`src/inc/sem_host_defines.svh`:
```
`ifndef SEM_HOST_DEFINES_SVH
`define SEM_HOST_DEFINES_SVH

// Flag count and address width within semaphore space.
`define SEM_COUNT        8
`define SEM_ADDR_W       3
`define DATA_W           18
`define ADDR_W           19
// Access phase timing at 40 MHz (25 ns clock).
`define CLK_PERIOD_NS    25
`define SETUP_NS         25
`define STROBE_NS        50
`define HOLD_NS          25
`define SETUP_CYC        ((`SETUP_NS + `CLK_PERIOD_NS - 1) / `CLK_PERIOD_NS)
`define STROBE_CYC       ((`STROBE_NS + `CLK_PERIOD_NS - 1) / `CLK_PERIOD_NS)
`define HOLD_CYC         ((`HOLD_NS + `CLK_PERIOD_NS - 1) / `CLK_PERIOD_NS)
`define CNT_W            4

`endif

```
`src/inc/sem_host_pkg.sv`:
```
package sem_host_pkg;

  typedef enum logic [4:0] {
    ST_IDLE  = 5'b00001,
    ST_SETUP = 5'b00010,
    ST_STRB  = 5'b00100,
    ST_HOLD  = 5'b01000,
    ST_INIT  = 5'b10000
  } state_t;

  typedef enum logic [1:0] {
    OP_CLAIM   = 2'h0,
    OP_RELEASE = 2'h1,
    OP_POLL    = 2'h2
  } op_t;

  // Pins of one port of the dual-port part, as the host drives them.
  typedef struct packed {
    logic        semaphore_select_n;
    logic        chip_enable_low_active;
    logic        chip_enable_high_active;
    logic        rw_n;
    logic        oe_n;
    logic [1:0]  lower_upper_byte_enables;
    logic [18:0] addr;
  } port_ctl_t;

endpackage

```
`src/rtl/sem_host.sv`:
```
`timescale 1ns/1ps
`include "sem_host_defines.svh"
// Operation
// - Select low, then ordinary SRAM access.
// - Claim by write zero, then read back.
// - Failed claim: poll or withdraw request.
// - Software writes one everywhere at power-up.
// - Semaphore access: low enable high, high enable low.
module sem_host (
  input  wire logic                        clk,
  input  wire logic                        rst,
  input  wire logic                        req_valid,
  input  wire sem_host_pkg::op_t           req_op,
  input  wire logic [`SEM_ADDR_W-1:0]      req_flag,
  output logic                             req_ready,
  output logic                             rsp_valid,
  output logic                             rsp_granted,
  output logic                             init_done,
  output sem_host_pkg::port_ctl_t          port_ctl,
  output logic [`DATA_W-1:0]               data_o,
  output logic                             data_oe_n,
  input  wire logic [`DATA_W-1:0]          data_i
);

  sem_host_pkg::state_t       state_ff;
  sem_host_pkg::op_t          op_ff;
  logic [`SEM_ADDR_W-1:0]     flag_ff;
  logic [`CNT_W-1:0]          cnt_ff;
  logic                       is_write_ff;
  logic                       init_side_ff;
  logic [`DATA_W-1:0]         data_s1_ff;
  logic [`DATA_W-1:0]         data_s2_ff;
  logic                       rsp_valid_ff;
  logic                       rsp_granted_ff;
  logic                       init_done_ff;

  function automatic logic [`CNT_W-1:0] cyc(input int n);
    cyc = n[`CNT_W-1:0] - 4'h1;
  endfunction

  // The data pins come from another timing domain.
  always_ff @(posedge clk) begin
    data_s1_ff <= data_i;
    data_s2_ff <= data_s1_ff;
  end

  // Requests are only accepted after the power-up release pass.
  assign req_ready = (state_ff == sem_host_pkg::ST_IDLE) && init_done_ff;

  always_ff @(posedge clk) begin
    if (rst) begin
      state_ff     <= sem_host_pkg::ST_INIT;
      op_ff        <= sem_host_pkg::OP_RELEASE;
      flag_ff      <= 3'h0;
      cnt_ff       <= 4'h0;
      is_write_ff  <= 1'b1;
      init_side_ff <= 1'b0;
      init_done_ff <= 1'b0;
    end else begin
      unique case (state_ff)
        sem_host_pkg::ST_INIT: begin
          // Every flag is released before use since the device has no reset.
          op_ff        <= sem_host_pkg::OP_RELEASE;
          is_write_ff  <= 1'b1;
          init_side_ff <= 1'b1;
          cnt_ff       <= cyc(`SETUP_CYC);
          state_ff     <= sem_host_pkg::ST_SETUP;
        end
        sem_host_pkg::ST_IDLE: begin
          if (req_valid && req_ready) begin
            op_ff       <= req_op;
            flag_ff     <= req_flag;
            // A claim writes zero first; the read-back follows automatically.
            is_write_ff <= (req_op != sem_host_pkg::OP_POLL);
            cnt_ff      <= cyc(`SETUP_CYC);
            state_ff    <= sem_host_pkg::ST_SETUP;
          end
        end
        sem_host_pkg::ST_SETUP: begin
          if (cnt_ff == 4'h0) begin
            cnt_ff   <= cyc(`STROBE_CYC);
            state_ff <= sem_host_pkg::ST_STRB;
          end else begin
            cnt_ff <= cnt_ff - 4'h1;
          end
        end
        sem_host_pkg::ST_STRB: begin
          // Fixed strobe length: the device never adds wait states.
          if (cnt_ff == 4'h0) begin
            cnt_ff   <= cyc(`HOLD_CYC);
            state_ff <= sem_host_pkg::ST_HOLD;
          end else begin
            cnt_ff <= cnt_ff - 4'h1;
          end
        end
        sem_host_pkg::ST_HOLD: begin
          if (cnt_ff != 4'h0) begin
            cnt_ff <= cnt_ff - 4'h1;
          end else if (op_ff == sem_host_pkg::OP_CLAIM && is_write_ff) begin
            is_write_ff <= 1'b0;
            cnt_ff      <= cyc(`SETUP_CYC);
            state_ff    <= sem_host_pkg::ST_SETUP;
          end else if (init_side_ff && flag_ff != 3'h7) begin
            flag_ff  <= flag_ff + 3'h1;
            cnt_ff   <= cyc(`SETUP_CYC);
            state_ff <= sem_host_pkg::ST_SETUP;
          end else begin
            init_side_ff <= 1'b0;
            init_done_ff <= 1'b1;
            flag_ff      <= 3'h0;
            state_ff     <= sem_host_pkg::ST_IDLE;
          end
        end
        default: begin
          state_ff <= sem_host_pkg::ST_INIT;
        end
      endcase
    end
  end

  // Read result taken at the end of hold, two sync stages after output enable fell.
  always_ff @(posedge clk) begin
    if (rst) begin
      rsp_valid_ff   <= 1'b0;
      rsp_granted_ff <= 1'b0;
    end else begin
      rsp_valid_ff <= 1'b0;
      if (state_ff == sem_host_pkg::ST_HOLD && cnt_ff == 4'h0 && !init_side_ff &&
          !(op_ff == sem_host_pkg::OP_CLAIM && is_write_ff)) begin
        rsp_valid_ff <= 1'b1;
        // Release answers granted low; reads own the token only on all zeros.
        rsp_granted_ff <= !is_write_ff && (data_s2_ff == 18'h00000);
      end
    end
  end

  assign rsp_valid   = rsp_valid_ff;
  assign rsp_granted = rsp_granted_ff;
  assign init_done   = init_done_ff;

  // Pin drive. Outside an access every select is inactive for standby.
  always_ff @(posedge clk) begin
    if (rst) begin
      port_ctl  <= '{semaphore_select_n: 1'b1, chip_enable_low_active: 1'b1,
                     chip_enable_high_active: 1'b0, rw_n: 1'b1, oe_n: 1'b1,
                     lower_upper_byte_enables: 2'h3, addr: 19'h00000};
      data_o    <= 18'h00000;
      data_oe_n <= 1'b1;
    end else begin
      port_ctl.chip_enable_low_active  <= 1'b1;
      port_ctl.chip_enable_high_active <= 1'b0;
      port_ctl.addr <= {16'h0000, flag_ff};
      if (state_ff == sem_host_pkg::ST_IDLE || state_ff == sem_host_pkg::ST_INIT) begin
        port_ctl.semaphore_select_n       <= 1'b1;
        port_ctl.lower_upper_byte_enables <= 2'h3;
        port_ctl.rw_n <= 1'b1;
        port_ctl.oe_n <= 1'b1;
        data_oe_n     <= 1'b1;
      end else begin
        port_ctl.semaphore_select_n       <= 1'b0;
        port_ctl.lower_upper_byte_enables <= 2'h0;
        port_ctl.rw_n <= !(is_write_ff && state_ff == sem_host_pkg::ST_STRB);
        // Output enable falls at the start of each read phase, with the select only for a poll, so the bus is settled before the sync flops take it.
        port_ctl.oe_n <= is_write_ff;
        data_oe_n     <= !is_write_ff;
        // Zero requests, one releases; only bit zero carries meaning.
        data_o <= {17'h00000, op_ff != sem_host_pkg::OP_CLAIM};
      end
    end
  end

  // Device-side arbitration ..is outside this host.
  a_idle_deselect: assert property (@(posedge clk) disable iff (rst)
    state_ff == sem_host_pkg::ST_IDLE |=> port_ctl.semaphore_select_n)
    else $error("select active while idle");
  a_ce_levels: assert property (@(posedge clk) disable iff (rst)
    !port_ctl.semaphore_select_n |-> port_ctl.chip_enable_low_active && !port_ctl.chip_enable_high_active)
    else $error("chip enables wrong during semaphore access");
  a_claim_data: assert property (@(posedge clk) disable iff (rst)
    !data_oe_n && op_ff == sem_host_pkg::OP_CLAIM && !init_side_ff |-> data_o[0] == 1'b0)
    else $error("claim does not write zero");
  a_claim_readback: assert property (@(posedge clk) disable iff (rst)
    $fell(port_ctl.rw_n) && op_ff == sem_host_pkg::OP_CLAIM |-> ##[1:12] !port_ctl.oe_n)
    else $error("claim write not followed by read");
  a_no_read_write: assert property (@(posedge clk) disable iff (rst)
    !port_ctl.oe_n |-> port_ctl.rw_n && data_oe_n)
    else $error("read and write overlap");
  a_addr_low: assert property (@(posedge clk) disable iff (rst)
    port_ctl.addr[18:3] == 16'h0000)
    else $error("high address lines driven");
  a_strobe_len: assert property (@(posedge clk) disable iff (rst)
    $fell(port_ctl.rw_n) |-> !port_ctl.rw_n [*2] ##1 port_ctl.rw_n)
    else $error("write strobe length wrong");
  a_init_release: assert property (@(posedge clk) disable iff (rst)
    !init_done_ff && !data_oe_n |-> data_o[0])
    else $error("init writes not one");

endmodule

```
`config.mk`:
```
export PLATFORM = sky130hd
export DESIGN_NAME = sem_host
export DESIGN_NICKNAME = d
export VERILOG_FILES = /design/src/inc/sem_host_pkg.sv /design/src/rtl/sem_host.sv
export VERILOG_INCLUDE_DIRS = /design/src /design/src/inc
export SDC_FILE = /design/constraint.sdc
export NUM_CORES = 1
export LEC_CHECK = 0
export BUFFER_PORTS_ARGS = -buffer_cell sky130_fd_sc_hd__buf_2
export CAP_MARGIN = 20
export CORE_MARGIN = 5
export CORE_UTILIZATION = 25
export CTS_CLUSTER_DIAMETER = 80
export DETAILED_ROUTE_END_ITERATION = 8
export MAX_ROUTING_LAYER = met4
export PLACE_DENSITY = 0.44
export SYNTH_ARGS = -nofsm -noshare
export SYNTH_HDL_FRONTEND = slang
export SYNTH_SLANG_ARGS = --single-unit
export TNS_END_PERCENT = 5
```
`constraint.sdc`:
```
create_clock -name clk -period 1.6 [get_ports clk]
set_input_delay 0.08 -clock clk [delete_from_list [all_inputs] [get_ports clk]]
set_output_delay 0.08 -clock clk [all_outputs]
set_load 0.1 [all_outputs]
```
==> flow_metrics.env <==
export IMPL_outcome="finished, violations left"
export IMPL_violations="setup timing"
export IMPL_cp_cell_sequence="buf_4 > buf_4 > nor3_2 > nand4_1 > or4_1 > a21oi_1"
export IMPL_critPathArrivalTime_ps=1940
export IMPL_synth_cell_type_count=49
export IMPL_path_clk_slew_ps=70
export IMPL_overflow=0
export IMPL_fin_area_um2=3550
export IMPL_first_pass_iters=4
export IMPL_num_vias=1980
export IMPL_setup_slack_ps=-59.6
export IMPL_finalHoldViolCount=0
export IMPL_start_util=0.253
export IMPL_required_ps=1880
export IMPL_drt_initial_drc_count=67
export IMPL_leakagePower_nw=1.49
export IMPL_synth_top_area_frac=0.518
export IMPL_avgViaCountPerCell=4.10
export IMPL_grt_pass1_wl_um=8790
export IMPL_p_int_mw=2.54
export IMPL_io_pins=75
export IMPL_netSwitchingPower_mw=1.47
export IMPL_seq_area_frac_synth=0.518
export IMPL_postSynthCellCount=238
export IMPL_detailed_place_hpwl_um=4220
export IMPL_area_sequential_um2=1280
export IMPL_area_delta_synth_final_pct=45.7
export IMPL_rsz0062_at_grt="yes"
export IMPL_place_ws_ps=-183
export IMPL_grt_pass1_vias=1863
export IMPL_setup_viol=8
export IMPL_synth_largest_area_cell="dfxtp_1"
export IMPL_clockBufferDepth=2
export IMPL_p_clk_frac=0.303
export IMPL_cts_root_buf="clkbuf_8"
export IMPL_fmax_mhz=603
export IMPL_synth_edf_count=0
export IMPL_hold_path_class="primary input to flip-flop"
export IMPL_die_area_um2=11800
export IMPL_drv_slew=0
export IMPL_grt_antenna_before_repair=0
export IMPL_post_drt_wl_per_cell_um=12.0
export IMPL_timing_final_crit_share=1.04
export IMPL_nets=375
export IMPL_grt_usage=0.102
export IMPL_cp_start_kind="flip-flop"
export IMPL_ys_warn_count=0
export IMPL_dpl_instance_area_um2=2990
export IMPL_maxCapViolations=0
export IMPL_drive_gt1_frac=0.431
export IMPL_antennaDiodeCount=0
export IMPL_placement_io_buffers=39
export IMPL_ir_drop_uv=539
export IMPL_h_tree_depth=3
export IMPL_critical_path_max_stage_delay_ps=490
export IMPL_p_sw_frac=0.367
export IMPL_routed_wl_um=5790
export IMPL_p_comb_frac=0.274
export IMPL_numCtsBuffers=9
export IMPL_core_rowCount=36
export IMPL_crit_path_end_kind="flip-flop"
export IMPL_min_period_ps=1660
export IMPL_grt_max_degree=14
export IMPL_multi_input_area_um2=1120
export IMPL_async_flop_share=0
export IMPL_p_seq_frac=0.422
export IMPL_utilization=0.368
export IMPL_finalWeightedCongestion=0.817
export IMPL_slowest_stage="or4_1"
export IMPL_postSynthAreaPerCell_um2=10.2
export IMPL_worstSetupPathType="flip-flop to flip-flop"
export IMPL_cts_sinks=63
export IMPL_ys_dominant_reg_cell="dfxtp_1"
export IMPL_synth_area_top_cells="dfxtp_1, buf_4, nor3_1, ha_1, nor4_1"
export IMPL_power_density_nw_per_um2=1130
export IMPL_cpMostUsedCell="buf_4"
export IMPL_synth_area_um2=2440
export IMPL_finClkSkew_ps=9.65
export IMPL_hold_slack_ps=53.5
export IMPL_fillCellCount=999
export IMPL_drc=0
export IMPL_crit_family="simple AND/OR/NAND/NOR gates"
export IMPL_die_w_um=109
export IMPL_drtAntennaViolNets=0
export IMPL_critical_path_buf_inv_count=2
export IMPL_tritoncts="built"
export IMPL_clk_latency_ps=340
export IMPL_critPathMaxFanout=6
export IMPL_fp_dieH_um=109
export IMPL_fp_coreArea_um2=9640
export IMPL_synth_seq_cells=63
[cells in the final DEF (no fill, tap or decap), types with 5 or more instances in the layout]
cell and count:
a21oi_1 7, buf_2 38, buf_4 47, clkbuf_8 9, conb_1 35, dfxtp_1 53
dfxtp_2 6, dlygate4sd3_1 18, inv_1 5, nand2_1 11, nor2_1 6, nor2b_1 5
nor3_1 13, nor4_1 5
[per-stage QoR]
step / total power, mW / TNS, ps / cells
floorplan: 2.55 / -306 / 271
global placement: 2.69 / -1130 / 445
detailed placement: 2.69 / -1560 / 445
CTS: 4.03 / -404 / 483
global route: 4.19 / -1060 / 483
finish: 4.01 / -255 / 483
[power by group through the flow]
stage / Clock [mW] / Combinational, mW / Sequential (mW)
6_report: 1.22 / 1.10 / 1.69
3_3_place_gp: 0 / 0.957 / 1.73
4_1_cts: 1.27 / 1.06 / 1.69
3_5_place_dp: 0 / 0.958 / 1.73
5_1_grt: 1.32 / 1.16 / 1.70
2_1_floorplan: 0 / 0.737 / 1.81
[what timing repair did]
item / 4_1_cts / 5_1_grt
hold buffers: 18 / 0
endpoints found under the hold margin: 18 / 0
endpoints found under the setup margin: 16 / 18
buffers inserted: 4 / 0
gates cloned: 0 / 0
gates resized for setup: 27 / 19
pin swaps: 7 / 5
[worst register-to-register path: stages, from the launching register on]
cell	delay, ps
dfxtp_4	350
buf_4	160
buf_4	130
nor3_2	170
nand4_1	170
or4_1	490
a21oi_1	130
[cells by family after synthesis]
logic type | after synthesis | share of synthesized area
AO/OA/AOI/OAI | 30 | 0.0889
XOR/XNOR | 2 | 0.00719
adder cells (fa/ha/maj) | 4 | 0.0205
buffers and inverters | 52 | 0.142
flip-flops | 63 | 0.518
multiplexers | 2 | 0.00822
other | 2 | 0.00308
AND/OR/NAND/NOR | 83 | 0.212
[cells in the mapped netlist, types with 2 or more instances]
library cell / n
a211oi_1: 3
a21oi_1: 9
a221oi_1: 3
and3_1: 3
buf_4: 38
clkbuf_1: 4
conb_1: 2
dfxtp_1: 63
ha_1: 4
inv_1: 7
mux2i_1: 2
nand2_1: 11
nand2b_1: 3
nand3_1: 4
nand4_1: 4
nand4b_1: 2
nor2_1: 6
nor2b_1: 5
nor3_1: 15
nor3_2: 3
nor4_1: 8
o21ai_0: 3
o32ai_1: 4
or2b_1: 2
or3_1: 3
or3_4: 2
or3b_2: 2
or4_1: 2
[worst paths after layout]
| kind | startpoint | endpoint | slack (ps) | cells past startpoint |
|---|---|---|---|---|
| min | req_op[0] | op_ff[0] | 50 | 3 |
| max reg2reg | state_ff[2] | rsp_granted | -60 | 6 |
| max | state_ff[2] | rsp_granted | -60 | 6 |
| min reg2reg | data_s1_ff[7] | data_s2_ff[7] | 320 | 0 |
[layout make-up]
type | instances | share of cell area
timing repair buffer | 107 | 0.219
clock inverter | 6 | 0.0127
clock buffer | 10 | 0.0360
multi-input combinational | 156 | 0.315
sequential | 63 | 0.362
tap | 133 | 0.0469
inverter | 8 | 0.00846
[flip-flops by register name, indices dropped and copies added (netlist names)]
signal	flops
rsp_valid	1
init_done	1
flag_ff	3
state_ff	5
port_ctl	6
cnt_ff	4
is_write_ff	1
init_side_ff	1
data_o	1
op_ff	2
data_oe_n	1
rsp_granted	1
data_s2_ff	18
data_s1_ff	18
[routing by layer]
| layer | wire, µm | vias up | track usage |
|---|---|---|---|
| met3 | 437 | 9 | 0.0379 |
| met4 | 63 | 0 | 0.0415 |
| li1 | - | 989 | - |
| met1 | 2440 | 914 | 0.114 |
| met2 | 2860 | 68 | 0.164 |
| met5 | 0 | - | - |
No activity file was read; power rests on OpenSTA's default activity.
